===== config.mk =====
export PLATFORM = sky130hd
export DESIGN_NAME = lbi_indicator
export DESIGN_NICKNAME = d
export VERILOG_FILES = /design/src/rtl/lbi_pkg.sv /design/src/rtl/lbi_indicator.sv
export SDC_FILE = /design/constraint.sdc
export NUM_CORES = 1
export LEC_CHECK = 0
export BUFFER_PORTS_ARGS = -buffer_cell sky130_fd_sc_hd__buf_2
export CELL_PAD_IN_SITES_DETAIL_PLACEMENT = 1
export CELL_PAD_IN_SITES_GLOBAL_PLACEMENT = 1
export CORE_MARGIN = 3
export CORE_UTILIZATION = 48
export CTS_CLUSTER_DIAMETER = 100
export DETAILED_ROUTE_END_ITERATION = 10
export GPL_ROUTABILITY_DRIVEN = 0
export PLACE_DENSITY_LB_ADDON = 0.1
export SYNTH_ARGS = -nofsm -noshare
export SYNTH_HDL_FRONTEND = slang
export SYNTH_SLANG_ARGS = --single-unit

===== constraint.sdc =====
create_clock -name sys_clk -period 3 [get_ports sys_clk]
set_input_delay 0.45 -clock sys_clk [delete_from_list [all_inputs] [get_ports sys_clk]]
set_output_delay 0.45 -clock sys_clk [all_outputs]
set_load 0.01 [all_outputs]

===== src/rtl/lbi_pkg.sv =====
// Package: constants and carrier types for the LED and buzzer status indicator
package lbi_pkg;

    // ------------------------------------------------------------
    // Clock and timing
    // ------------------------------------------------------------
    localparam int CLK_HZ = 20000000;
    localparam int TONE_HZ = 2000;
    localparam int CHIRP_MS = 400;
    localparam int GAP_MS = 800;
    localparam int PHASE_S = 30;
    localparam int CHIRP_LATENCY_MS = 500;
    localparam int HALF_TONE_CYC = CLK_HZ / (TONE_HZ * 2);
    localparam int CHIRP_CYC = CLK_HZ / 1000 * CHIRP_MS;
    localparam int GAP_CYC = CLK_HZ / 1000 * GAP_MS;
    localparam int PHASE_CYC = CLK_HZ * PHASE_S;
    localparam int SLOW_BLINK_CYC = 10000000;
    localparam int FAST_BLINK_CYC = 2500000;
    localparam int CNT_W = 30;

    // ------------------------------------------------------------
    // Option decode
    // ------------------------------------------------------------
    localparam int OPT_W = 4;
    localparam logic [3:0] OPT_FIRST_DARK = 4'h6;
    localparam logic [3:0] OPT_RESET = 4'h1;

    // ------------------------------------------------------------
    // Operational states and carrier
    // ------------------------------------------------------------
    typedef enum logic [2:0]
    {
        OP_STANDBY = 3'b000,
        OP_TRANSFER = 3'b001,
        OP_COMPLETE = 3'b010,
        OP_FAULT = 3'b011,
        OP_FOREIGN_WARN = 3'b100
    } lbi_op_t;

    typedef struct packed
    {
        logic green_drive;
        logic red_drive;
    } lbi_pins_t;

endpackage


===== src/rtl/lbi_indicator.sv =====
// Module: LED and buzzer status indicator driving two open-drain pins
`timescale 1ns/1ps
`default_nettype none
module lbi_indicator
    import lbi_pkg::*;
#(
    parameter int SLOW_HALF = SLOW_BLINK_CYC,
    parameter int FAST_HALF = FAST_BLINK_CYC,
    parameter int CHIRP_LEN = CHIRP_CYC,
    parameter int GAP_LEN = GAP_CYC,
    parameter int PHASE_LEN = PHASE_CYC,
    parameter int TONE_HALF = HALF_TONE_CYC
)
(
    input wire logic sys_clk,
    input wire logic rst_n,
    input wire lbi_op_t op_state,
    input wire logic [3:0] option_code,
    input wire logic option_valid,
    input wire logic [1:0] adc_route_sel,
    output logic green_indicator_pin_o,
    output logic green_indicator_pin_oe_n,
    output logic red_indicator_buzzer_pin_o,
    output logic red_indicator_buzzer_pin_oe_n,
    output logic green_adc_route,
    output logic red_adc_route,
    output logic [3:0] option_latched,
    output logic option_done
);

    // ------------------------------------------------------------
    // Option latch
    // ------------------------------------------------------------
    // The converter result arrives from logic on this clock, so no synchroniser
    logic [3:0] opt_ff, nxt_opt;
    logic done_ff, nxt_done;

    always_comb
    begin
        nxt_opt = opt_ff;
        nxt_done = done_ff;
        if (option_valid && !done_ff)
        begin
            nxt_opt = option_code;
            nxt_done = 1'b1;
        end
    end

    always_ff @(posedge sys_clk)
    begin
        if (!rst_n)
        begin
            opt_ff <= OPT_RESET;
            done_ff <= 1'b0;
        end
        else
        begin
            opt_ff <= nxt_opt;
            done_ff <= nxt_done;
        end
    end

    // ------------------------------------------------------------
    // Blink, tone and pattern timers
    // ------------------------------------------------------------
    logic [CNT_W-1:0] slow_cnt_ff, nxt_slow_cnt, fast_cnt_ff, nxt_fast_cnt;
    logic slow_ff, nxt_slow, fast_ff, nxt_fast;
    logic [CNT_W-1:0] tone_cnt_ff, nxt_tone_cnt;
    logic tone_ff, nxt_tone;
    logic [CNT_W-1:0] chirp_cnt_ff, nxt_chirp_cnt;
    logic [CNT_W-1:0] beep_cnt_ff, nxt_beep_cnt;
    logic [CNT_W-1:0] phase_cnt_ff, nxt_phase_cnt;
    logic quiet_ff, nxt_quiet;
    logic beep_on_ff, nxt_beep_on;
    lbi_op_t prev_ff, nxt_prev;
    logic in_transfer, in_foreign, chirping, foreign_tone;

    assign in_transfer = (op_state == OP_TRANSFER);
    assign in_foreign = (op_state == OP_FOREIGN_WARN);
    assign chirping = (chirp_cnt_ff != '0);
    assign foreign_tone = in_foreign && !quiet_ff && beep_on_ff;

    always_comb
    begin
        // Blink counters run freely; the slight phase offset is harmless
        nxt_slow_cnt = slow_cnt_ff + 1'b1;
        nxt_slow = slow_ff;
        if (slow_cnt_ff >= CNT_W'(SLOW_HALF - 1))
        begin
            nxt_slow_cnt = '0;
            nxt_slow = !slow_ff;
        end
        nxt_fast_cnt = fast_cnt_ff + 1'b1;
        nxt_fast = fast_ff;
        if (fast_cnt_ff >= CNT_W'(FAST_HALF - 1))
        begin
            nxt_fast_cnt = '0;
            nxt_fast = !fast_ff;
        end
        nxt_tone_cnt = tone_cnt_ff + 1'b1;
        nxt_tone = tone_ff;
        if (tone_cnt_ff >= CNT_W'(TONE_HALF - 1))
        begin
            nxt_tone_cnt = '0;
            nxt_tone = !tone_ff;
        end
        nxt_prev = op_state;
        // Chirp counter loads on the edge the transfer lamp pattern starts; the chirp reaches the red pin one edge later
        nxt_chirp_cnt = chirp_cnt_ff;
        if (in_transfer && prev_ff != OP_TRANSFER)
            nxt_chirp_cnt = CNT_W'(CHIRP_LEN);
        else if (!in_transfer)
            nxt_chirp_cnt = '0;
        else if (chirping)
            nxt_chirp_cnt = chirp_cnt_ff - 1'b1;
        // Beep cadence and 30 s phase timers, restarted on foreign warning entry
        nxt_beep_cnt = beep_cnt_ff + 1'b1;
        nxt_beep_on = beep_on_ff;
        nxt_phase_cnt = phase_cnt_ff + 1'b1;
        nxt_quiet = quiet_ff;
        if (!in_foreign)
        begin
            nxt_beep_cnt = '0;
            nxt_beep_on = 1'b1;
            nxt_phase_cnt = '0;
            nxt_quiet = 1'b0;
        end
        else
        begin
            if (beep_on_ff && beep_cnt_ff >= CNT_W'(CHIRP_LEN - 1))
            begin
                nxt_beep_cnt = '0;
                nxt_beep_on = 1'b0;
            end
            else if (!beep_on_ff && beep_cnt_ff >= CNT_W'(GAP_LEN - 1))
            begin
                nxt_beep_cnt = '0;
                nxt_beep_on = 1'b1;
            end
            if (phase_cnt_ff >= CNT_W'(PHASE_LEN - 1))
            begin
                nxt_phase_cnt = '0;
                nxt_quiet = !quiet_ff;
                nxt_beep_cnt = '0;
                nxt_beep_on = 1'b1;
            end
        end
    end

    always_ff @(posedge sys_clk)
    begin
        if (!rst_n)
        begin
            slow_cnt_ff <= '0;
            fast_cnt_ff <= '0;
            slow_ff <= 1'b0;
            fast_ff <= 1'b0;
            tone_cnt_ff <= '0;
            tone_ff <= 1'b0;
            chirp_cnt_ff <= '0;
            beep_cnt_ff <= '0;
            phase_cnt_ff <= '0;
            quiet_ff <= 1'b0;
            beep_on_ff <= 1'b1;
            prev_ff <= OP_STANDBY;
        end
        else
        begin
            slow_cnt_ff <= nxt_slow_cnt;
            fast_cnt_ff <= nxt_fast_cnt;
            slow_ff <= nxt_slow;
            fast_ff <= nxt_fast;
            tone_cnt_ff <= nxt_tone_cnt;
            tone_ff <= nxt_tone;
            chirp_cnt_ff <= nxt_chirp_cnt;
            beep_cnt_ff <= nxt_beep_cnt;
            phase_cnt_ff <= nxt_phase_cnt;
            quiet_ff <= nxt_quiet;
            beep_on_ff <= nxt_beep_on;
            prev_ff <= nxt_prev;
        end
    end

    // ------------------------------------------------------------
    // Lamp and pin decode
    // ------------------------------------------------------------
    lbi_pins_t nxt_pins;
    logic [1:0] route_ff, nxt_route;
    logic standby_lit;

    // Reserved codes keep the pattern of their group; zero counts as lit
    assign standby_lit = (opt_ff < OPT_FIRST_DARK);

    always_comb
    begin
        nxt_pins = '0;
        nxt_route = adc_route_sel;
        unique case (op_state)
            OP_STANDBY:
            begin
                nxt_pins.green_drive = standby_lit;
                nxt_pins.red_drive = standby_lit;
            end
            OP_TRANSFER:
            begin
                nxt_pins.green_drive = slow_ff;
                nxt_pins.red_drive = chirping && tone_ff;
            end
            OP_COMPLETE:
            begin
                nxt_pins.green_drive = 1'b1;
                nxt_pins.red_drive = 1'b0;
            end
            OP_FAULT:
            begin
                nxt_pins.green_drive = 1'b0;
                nxt_pins.red_drive = 1'b1;
            end
            OP_FOREIGN_WARN:
            begin
                nxt_pins.green_drive = 1'b0;
                // Tone carrier rides on the lit red lamp; quiet phase just blinks
                if (quiet_ff)
                    nxt_pins.red_drive = fast_ff;
                else
                    nxt_pins.red_drive = foreign_tone && tone_ff;
            end
            default:
            begin
                nxt_pins = '0;
            end
        endcase
    end

    always_ff @(posedge sys_clk)
    begin
        if (!rst_n)
        begin
            route_ff <= '0;
        end
        else
        begin
            route_ff <= nxt_route;
        end
    end

    // ------------------------------------------------------------
    // Open-drain pin drivers
    // ------------------------------------------------------------
    // Enable low pulls the pin low and lights the lamp; data stays low so a
    // released pin is left to its pull-up and never fights it
    logic green_oe_n_ff, nxt_green_oe_n;
    logic red_oe_n_ff, nxt_red_oe_n;
    logic [1:0] data_ff, nxt_data;

    always_comb
    begin
        nxt_green_oe_n = !nxt_pins.green_drive;
        nxt_red_oe_n = !nxt_pins.red_drive;
        nxt_data = 2'h0;
    end

    always_ff @(posedge sys_clk)
    begin
        if (!rst_n)
        begin
            green_oe_n_ff <= 1'b1;
            red_oe_n_ff <= 1'b1;
            data_ff <= 2'h0;
        end
        else
        begin
            green_oe_n_ff <= nxt_green_oe_n;
            red_oe_n_ff <= nxt_red_oe_n;
            data_ff <= nxt_data;
        end
    end

    assign green_indicator_pin_o = data_ff[0];
    assign red_indicator_buzzer_pin_o = data_ff[1];
    assign green_indicator_pin_oe_n = green_oe_n_ff;
    assign red_indicator_buzzer_pin_oe_n = red_oe_n_ff;
    assign green_adc_route = route_ff[0];
    assign red_adc_route = route_ff[1];
    assign option_latched = opt_ff;
    assign option_done = done_ff;

endmodule
`default_nettype wire


==> results of run 1 <==
-- sequential cells by signal (all words and copies together) (netlist names) --
name and cells:
quiet_ff 1, slow_ff 1, slow_cnt_ff 30, option_done 1
beep_on_ff 1, route_ff 2, green_indicator_pin_oe_n 1, option_latched 4
phase_cnt_ff 30, beep_cnt_ff 30, tone_ff 1, prev_ff 3
fast_ff 1, tone_cnt_ff 30, fast_cnt_ff 30, chirp_cnt_ff 30
red_indicator_buzzer_pin_oe_n 1
-- per-layer routing --
layer / routed length (um) / global-route usage / vias up
li1: - / - / 3280
met1: 8320 / 0.240 / 3245
met2: 10100 / 0.387 / 74
met3: 411 / 0.0463 / 23
met4: 257 / 0.0610 / 0
met5: 0 / 0 / -
-- layout make-up --
class | instances | area (sq um) | share of cell area
clock buffer | 17 | 425 | 0.0459
clock inverter | 15 | 163 | 0.0175
inverter | 17 | 63.8 | 0.00688
multi-input combinational | 691 | 4210 | 0.454
sequential | 197 | 3940 | 0.425
tap | 220 | 275 | 0.0297
timing repair buffer | 31 | 195 | 0.0210
-- through the flow --
step | worst slack, ns | utilization | hold slack [ns]
finish | 0.323 | 0.557 | 0.224
global route | 0.0353 | 0.557 | 0.211
CTS | 0.320 | 0.557 | 0.209
detailed placement | 0.365 | 0.522 | 0.440
global placement | 0.520 | 0.522 | 0.427
floorplan | 0.880 | - | 0.418
-- power groups by stage --
stage / Clock [mW] / Sequential, mW / Combinational [mW]
3_3_place_gp: 0 / 2.73 / 0.220
2_1_floorplan: 0 / 2.73 / 0.172
5_1_grt: 2.44 / 2.68 / 0.261
6_report: 2.27 / 2.68 / 0.236
4_1_cts: 2.31 / 2.68 / 0.235
3_5_place_dp: 0 / 2.74 / 0.231
-- final timing paths --
check                             from                         to
max reg2reg  beep_cnt_ff[0]$_SDFF_PP0_  beep_cnt_ff[5]$_SDFF_PP0_
min                   adc_route_sel[0]     route_ff[0]$_SDFF_PN0_
max          beep_cnt_ff[0]$_SDFF_PP0_  beep_cnt_ff[5]$_SDFF_PP0_
min reg2reg  slow_cnt_ff[0]$_SDFF_PP0_  slow_cnt_ff[0]$_SDFF_PP0_
-- kinds of logic after synthesis --
family | after synthesis
buffers and inverters | 50
adders and majority gates | 6
AOI/OAI and AO/OA | 101
other | 1
xor gates and xnor gates | 108
muxes | 7
DFF | 197
and+or+nand+nor | 430
-- placed cells by master, fill, tap and decap left out, drive strengths merged, types with 8 or more instances in the layout --
master,synthesis,routed
inv,17,24
or4,10,10
nand2,58,58
nor4,50,50
clkbuf,25,17
or3,12,12
nor2b,8,8
nor2,132,132
buf,8,31
dfxtp,197,197
o21ai,13,13
and3,21,21
o31ai,11,11
nand4,35,35
a21oi,32,32
conb,1,39
nor3,23,23
and4,9,9
xnor2,54,54
nand3,37,37
xor2,54,54
==> impl_metrics.env, run 1 <==
export IMPL_syn_to_final_growth_pct=13.0
export IMPL_final_hold_viol_count=0
export IMPL_drive_gt1_frac=0.0847
export IMPL_cts_hold_buf=0
export IMPL_path_cells="ha_1, nand4_1, nor2_1, a2111oi_0, o41ai_4, nor4_1"
export IMPL_insertion_delay_ns=0.44
export IMPL_path_delay_family="compound AO/OA/AOI/OAI gates"
export IMPL_ant_nets=0
export IMPL_start_util=0.493
export IMPL_synth_area_sq_mm=0.00821
export IMPL_crit_fanout=25
export IMPL_dpl_cell_count=1156
export IMPL_p_comb_frac=0.046
export IMPL_die_w_um=137
export IMPL_cp_data_required_time_ns=3.25
export IMPL_wl_um=19100
export IMPL_setup_viol=0
export IMPL_synth_seq_area_share=0.480
export IMPL_numCtsBuffers=17
export IMPL_dieArea_sq_mm=0.0187
export IMPL_synth_main_ff_cell="dfxtp_1"
export IMPL_vdd_drop_max_mv=0.403
export IMPL_port_buffers=20
export IMPL_drt_iter0_drc=233
export IMPL_swShare=0.241
export IMPL_p_int_mw=3.93
export IMPL_final_cell_area_sq_mm=0.00928
export IMPL_drt_pass1_iter_count=4
export IMPL_wl_per_cell_um=16.1
export IMPL_critPathLaunchType="flop"
export IMPL_grt_pass1_wl_um=31700
export IMPL_muxShareOfSynthArea=0.00854
export IMPL_yosys_warnings=0
export IMPL_diodes=0
export IMPL_fin_worst_skew_ns=0.00960
export IMPL_dr_total_vias=6622
export IMPL_hpwlAfterDp_um=13200
export IMPL_p_leak_nw=3.25
export IMPL_stdcell_count=1188
export IMPL_synth_edff_count=0
export IMPL_worstSetupPathType="reg -> reg"
export IMPL_cp_arrival_ns=2.93
export IMPL_grt_ovfl_total=0
export IMPL_track_usage=0.209
export IMPL_cp_slowest_stage_delay_ns=1.15
export IMPL_cp_depth=6
export IMPL_slew_violations=0
export IMPL_rsz0062_at_grt="false"
export IMPL_status="completed"
export IMPL_num_rows=47
export IMPL_synth_top_family_by_area="simple AND/OR/NAND/NOR gates"
export IMPL_syn_avg_cell_area_sq_um=9.12
export IMPL_hold_path_class="in -> reg"
export IMPL_synth_top_area_cell="dfxtp_1"
export IMPL_synth_seq_cells=197
export IMPL_post_cts_buffers=0
export IMPL_holdPathStages=2
export IMPL_core_sq_mm=0.0166
export IMPL_first_global_vias=6821
export IMPL_final_net_count=973
export IMPL_total_power_mw=5.18
export IMPL_relSlewSlack=0.117
export IMPL_reg2reg_depth=6
export IMPL_synthXorXnorAreaFrac=0.115
export IMPL_switchingPower_mw=1.25
export IMPL_ys_async_sr_fraction=0
export IMPL_cts_resized=0
export IMPL_clockBufferDepth=2
export IMPL_cts_tree="built"
export IMPL_yosys_area_share_simple=0.276
export IMPL_synth_top_area_share=0.480
export IMPL_ios=23
export IMPL_synth_compound_area_share=0.0841
export IMPL_synthCells=900
export IMPL_clkPwrFrac=0.437
export IMPL_drv_cap=0
export IMPL_ctsRootBufferMaster="clkbuf_16"
export IMPL_synth_distinct_cells=68
export IMPL_die_h_um=137
export IMPL_p_seq_frac=0.517
export IMPL_finalSetupTns_ns=0
export IMPL_r2r_slack_ns=0.32
export IMPL_drc=0
export IMPL_fin_crit_sh=0.892
export IMPL_synth_top_cells_by_count="dfxtp_1, nor2_1, nand2_1, xnor2_1, xor2_1"
export IMPL_timing_fmax_mhz=374
export IMPL_path_clk_slew_ns=0.07
export IMPL_synth_fa_ha_area_frac=0.00915
export IMPL_synth_area_leaders="dfxtp_1, nor2_1, xnor2_1, xor2_1, nor4_1"
export IMPL_vias_per_cell=5.57
export IMPL_worst_pin_slew_ns=1.32
export IMPL_grt_max_degree=47
export IMPL_antenna_found_initial=0
export IMPL_yosysMostFrequentCell="dfxtp_1"
export IMPL_crit_path_end_kind="flop"
export IMPL_period_needed_ns=2.68
export IMPL_cpMaxStageDelayCell="o41ai_4"
export IMPL_h_tree_depth=4
export IMPL_fillers=1931
export IMPL_cts_sinks=197
export IMPL_p_per_area_mw_per_mm2=558
export IMPL_crit_buf_inv=0
export IMPL_place_area_sq_mm=0.00869
Note: power is estimated with default switching activity, not from simulation.
==> run 2, diff against run 1 <==
==> constraint.sdc (replaced) <==
create_clock -name sys_clk -period 3 [get_ports sys_clk]
set_input_delay 0.6 -clock sys_clk [delete_from_list [all_inputs] [get_ports sys_clk]]
set_output_delay 0.6 -clock sys_clk [all_outputs]
set_load 0.01 [all_outputs]
==> impl_metrics.env, run 2 (synthesized netlist as in run 1, its figures left out) <==
export IMPL_status="completed"
export IMPL_numCtsBuffers=17
export IMPL_ios=23
export IMPL_final_hold_viol_count=0
export IMPL_crit_fanout=10
export IMPL_path_cells="inv_1, ha_1, nor3b_1, nand4_2, or3_1, o21ai_0, a21oi_1"
export IMPL_p_per_area_mw_per_mm2=564
export IMPL_hp_start="option_valid"
export IMPL_slew_violations=0
export IMPL_post_cts_buffers=0
export IMPL_drt_pass1_iter_count=4
export IMPL_wl_um=18600
export IMPL_insertion_delay_ns=0.43
export IMPL_cp_data_required_time_ns=3.30
export IMPL_h_tree_depth=4
export IMPL_cts_tree="built"
export IMPL_timing_fmax_mhz=383
export IMPL_first_global_vias=6790
export IMPL_rsz0062_at_grt="false"
export IMPL_final_net_count=973
export IMPL_cp_arrival_ns=2.91
export IMPL_num_rows=47
export IMPL_r2r_slack_ns=0.39
export IMPL_worstSetupStartpoint="chirp_cnt_ff[0]$_SDFFE_PP0N_"
export IMPL_antenna_found_initial=0
export IMPL_p_leak_nw=3.24
export IMPL_vdd_drop_max_mv=0.394
export IMPL_top_usage_layer="met2"
export IMPL_grt_ovfl_total=0
export IMPL_total_power_mw=5.24
export IMPL_clockBufferDepth=2
export IMPL_stdcell_count=1188
export IMPL_grt_met2_usage=0.382
export IMPL_die_h_um=137
export IMPL_drive_gt1_frac=0.0837
export IMPL_drt_iter0_drc=271
export IMPL_dpl_worst_slack_ns=0.318
export IMPL_fin_crit_sh=0.870
export IMPL_period_needed_ns=2.61
export IMPL_cts_hold_buf=0
export IMPL_cts_sinks=197
export IMPL_vias_per_cell=5.51
export IMPL_die_w_um=137
export IMPL_layout_commonest_cell="dfxtp_1"
export IMPL_dr_total_vias=6551
export IMPL_grt_pass1_wl_um=32200
export IMPL_most_common_layout_cells="dfxtp_1, nor2_1, nand2_1"
export IMPL_timing_rr_start="chirp_cnt_ff[0]$_SDFFE_PP0N_"
export IMPL_dieArea_sq_mm=0.0187
export IMPL_drv_cap=0
export IMPL_relSlewSlack=0.370
export IMPL_core_sq_mm=0.0166
export IMPL_ant_nets=0
export IMPL_path_clk_slew_ns=0.07
export IMPL_path_delay_family="simple AND/OR/NAND/NOR gates"
export IMPL_setup_ws_ns=0.390
export IMPL_critPathLaunchType="flop"
export IMPL_grt_met3_usage=0.0452
export IMPL_wl_per_cell_um=15.7
export IMPL_post_route_util=0.558
export IMPL_drc=0
export IMPL_final_cell_area_sq_mm=0.00929
export IMPL_start_util=0.493
export IMPL_hold_path_class="in -> reg"
export IMPL_crit_buf_inv=1
export IMPL_setup_viol=0
export IMPL_finalSetupTns_ns=0
export IMPL_cts_resized=0
export IMPL_dpl_cell_count=1155
export IMPL_fin_worst_skew_ns=0.00940
export IMPL_diodes=0
export IMPL_port_buffers=20
export IMPL_track_usage=0.210
export IMPL_place_area_sq_mm=0.00867
export IMPL_hold_ws_ns=0.368
export IMPL_hpwlAfterDp_um=12800
export IMPL_grt_max_degree=50
export IMPL_cpMaxStageDelayCell="or3_1"
export IMPL_cp_slowest_stage_delay_ns=0.63
export IMPL_worst_pin_slew_ns=0.937
export IMPL_fillers=1940
export IMPL_met1_usage=0.245
export IMPL_syn_to_final_growth_pct=13.2
export IMPL_worstSetupPathType="reg -> reg"
export IMPL_ctsRootBufferMaster="clkbuf_16"
export IMPL_crit_path_end_kind="flop"
-- run 2: final timing paths --
path	cells past startpoint	end
max reg2reg	7	chirp_cnt_ff[19]$_SDFFE_PN0P_
max	7	chirp_cnt_ff[19]$_SDFFE_PN0P_
min	2	option_done$_SDFFE_PN0P_
min reg2reg	1	slow_cnt_ff[0]$_SDFF_PP0_
-- run 2: final cells by class --
cell class | count | area, sq um | area share
repair buffers | 31 | 186 | 0.0201
clock inverters | 11 | 140 | 0.0151
inverters | 17 | 63.8 | 0.00687
flip-flops and latches | 197 | 3940 | 0.425
multi-input cells | 691 | 4210 | 0.453
well taps | 220 | 275 | 0.0296
clock buffers | 21 | 470 | 0.0506
-- run 2: layer usage --
metal,up-vias,share of wire
li1,3282,-
met1,3195,0.44
met2,56,0.52
met3,18,0.023
met4,0,0.016
met5,-,0
-- run 2: report_power, final --
group / switching (mW) / leakage [nW] / internal [mW]
logic: 0.146 / 1.35 / 0.0902
clock network: 1.01 / 0.290 / 1.31
registers: 0.0205 / 1.60 / 2.66
==> run 3, diff against run 2 <==
--- a/config.mk
+++ b/config.mk
@@ -9,7 +9,7 @@
 export CELL_PAD_IN_SITES_DETAIL_PLACEMENT = 1
 export CELL_PAD_IN_SITES_GLOBAL_PLACEMENT = 1
 export CORE_MARGIN = 3
-export CORE_UTILIZATION = 48
+export CORE_UTILIZATION = 52
 export CTS_CLUSTER_DIAMETER = 100
 export DETAILED_ROUTE_END_ITERATION = 10
 export GPL_ROUTABILITY_DRIVEN = 0
==> constraint.sdc (replaced) <==
create_clock -name sys_clk -period 3.3 [get_ports sys_clk]
set_input_delay 0.66 -clock sys_clk [delete_from_list [all_inputs] [get_ports sys_clk]]
set_output_delay 0.66 -clock sys_clk [all_outputs]
set_load 0.01 [all_outputs]
==> impl_metrics.env, run 3 (synthesized netlist as in run 1, its figures left out) <==
export IMPL_status="completed"
export IMPL_min_to="route_ff[1]$_SDFF_PN0_"
export IMPL_finalSetupTns_ns=0
export IMPL_h_tree_depth=4
export IMPL_grt_max_degree=55
export IMPL_ant_nets=0
export IMPL_setup_viol=0
export IMPL_cts_hold_buf=0
export IMPL_seq_area_sq_mm=0.00394
export IMPL_hold_path_class="in -> reg"
export IMPL_wl_per_cell_um=17.2
export IMPL_start_util=0.536
export IMPL_track_usage=0.242
export IMPL_cts_sinks=197
export IMPL_worst_pin_slew_ns=1.28
export IMPL_cpMaxStageDelayCell="nor3_2"
export IMPL_cp_data_required_time_ns=3.58
export IMPL_crit_path_end_kind="flop"
export IMPL_insertion_delay_ns=0.44
export IMPL_holdPathStages=2
export IMPL_first_global_vias=7312
export IMPL_cts_resized=0
export IMPL_p_leak_nw=3.26
export IMPL_numCtsBuffers=17
export IMPL_drt_iter0_drc=324
export IMPL_fillers=1778
export IMPL_fin_crit_sh=0.838
export IMPL_crit_fanout=13
export IMPL_core_sq_mm=0.0153
export IMPL_worstSetupPathType="reg -> reg"
export IMPL_hpwlAfterDp_um=12900
export IMPL_p_per_area_mw_per_mm2=541
export IMPL_vias_per_cell=5.71
export IMPL_final_net_count=969
export IMPL_grt_ovfl_total=0
export IMPL_vdd_drop_max_mv=0.351
export IMPL_post_cts_buffers=0
export IMPL_path_clk_slew_ns=0.07
export IMPL_multi_input_area_sq_mm=0.00421
export IMPL_cp_arrival_ns=3.05
export IMPL_fin_worst_skew_ns=0.00893
export IMPL_diodes=0
export IMPL_relSlewSlack=0.142
export IMPL_slew_violations=0
export IMPL_setup_ws_ns=0.533
export IMPL_rsz0062_at_grt="false"
export IMPL_grt_pass1_wl_um=35000
export IMPL_layout_commonest_cell="dfxtp_1"
export IMPL_die_w_um=132
export IMPL_critPathLaunchType="flop"
export IMPL_clockBufferDepth=2
export IMPL_timing_rr_start="chirp_cnt_ff[0]$_SDFFE_PP0N_"
export IMPL_port_buffers=20
export IMPL_dieArea_sq_mm=0.0173
export IMPL_reg2reg_depth=7
export IMPL_dpl_worst_slack_ns=0.658
export IMPL_r2r_slack_ns=0.53
export IMPL_drt_pass1_iter_count=5
export IMPL_num_rows=45
export IMPL_drive_gt1_frac=0.0799
export IMPL_wl_um=20200
export IMPL_dr_total_vias=6707
export IMPL_ctsRootBufferMaster="clkbuf_16"
export IMPL_die_h_um=132
export IMPL_syn_to_final_growth_pct=13.5
export IMPL_most_common_layout_cells="dfxtp_1, nor2_1, nand2_1"
export IMPL_hp_start="adc_route_sel[1]"
export IMPL_drv_cap=0
export IMPL_drc=0
export IMPL_final_hold_viol_count=0
export IMPL_cts_tree="built"
export IMPL_ios=23
export IMPL_period_needed_ns=2.77
export IMPL_antenna_found_initial=0
export IMPL_cp_slowest_stage_delay_ns=0.78
export IMPL_path_cells="inv_1, ha_1, nor3b_1, nand4_2, nor3_2, or4_1, a21oi_1"
export IMPL_worstReg2RegEnd="chirp_cnt_ff[8]$_SDFFE_PP0N_"
export IMPL_timing_fmax_mhz=361
==> run 3: cell types whose count changed in the layout (fill, tap and decap cells not counted), sizes merged <==
cell | previous run | this run
bufinv | 2 | 6
buf | 31 | 27
clkbuf | 21 | 20
clkinv | 2 | 3
inv | 21 | 17
==> run 3: final cells by class <==
| cell class | count | share of cell area |
|---|---|---|
| repair buffers | 27 | 0.0164 |
| clock inverters | 12 | 0.0242 |
| flip-flops and latches | 197 | 0.423 |
| well taps | 211 | 0.0283 |
| multi-input cells | 691 | 0.452 |
| clock buffers | 20 | 0.0490 |
| inverters | 17 | 0.00685 |
==> run 3: routing by layer <==
| layer | global-route usage | wire (um) | part of all wire |
|---|---|---|---|
| met1 | 0.286 | 8720 | 0.43 |
| met2 | 0.439 | 10500 | 0.52 |
| met3 | 0.0494 | 523 | 0.026 |
| met4 | 0.0776 | 387 | 0.019 |
| met5 | 0 | 0 | 0 |
==> run 3: worst max-delay path: cells and delay by family (launching register included) <==
kind / cells / cell delay (ns)
AOI/OAI and AO/OA: 1 / 0.07
and+or+nand+nor: 4 / 1.86
adders and majority gates: 1 / 0.22
DFF: 1 / 0.34
buffers and inverters: 1 / 0.11
==> run 3: worst max path at each step <==
stage,slack [ns],cells past startpoint,from,to
detailed placement,0.66,7,chirp_cnt_ff[0]$_SDFFE_PP0N_,chirp_cnt_ff[8]$_SDFFE_PP0N_
CTS,0.56,7,chirp_cnt_ff[0]$_SDFFE_PP0N_,chirp_cnt_ff[8]$_SDFFE_PP0N_
global route,0.27,7,chirp_cnt_ff[0]$_SDFFE_PP0N_,chirp_cnt_ff[6]$_SDFFE_PP0N_
floorplan,1.18,7,chirp_cnt_ff[25]$_SDFFE_PP0N_,chirp_cnt_ff[11]$_SDFFE_PP0N_
global placement,0.84,7,chirp_cnt_ff[0]$_SDFFE_PP0N_,chirp_cnt_ff[13]$_SDFFE_PP0N_
finish,0.53,7,chirp_cnt_ff[0]$_SDFFE_PP0N_,chirp_cnt_ff[8]$_SDFFE_PP0N_
==> run 3: power by group <==
group / switching (mW) / internal, mW
Clock: 0.922 / 1.46
Combinational: 0.135 / 0.0789
Sequential: 0.0200 / 2.42
Total: 1.08 / 3.96
==> run 3: through the flow <==
stage,utilization,instances,hold slack (ns),total power [mW],cell area (sq um)
6_report,0.608,1175,0.434,5.04,9320
5_1_grt,0.608,1175,0.442,5.20,9320
4_1_cts,0.608,1175,0.426,5.06,9320
3_5_place_dp,0.564,1143,0.439,2.69,8630
3_3_place_gp,0.564,1143,0.426,2.68,8630
2_1_floorplan,-,938,0.418,2.64,8350
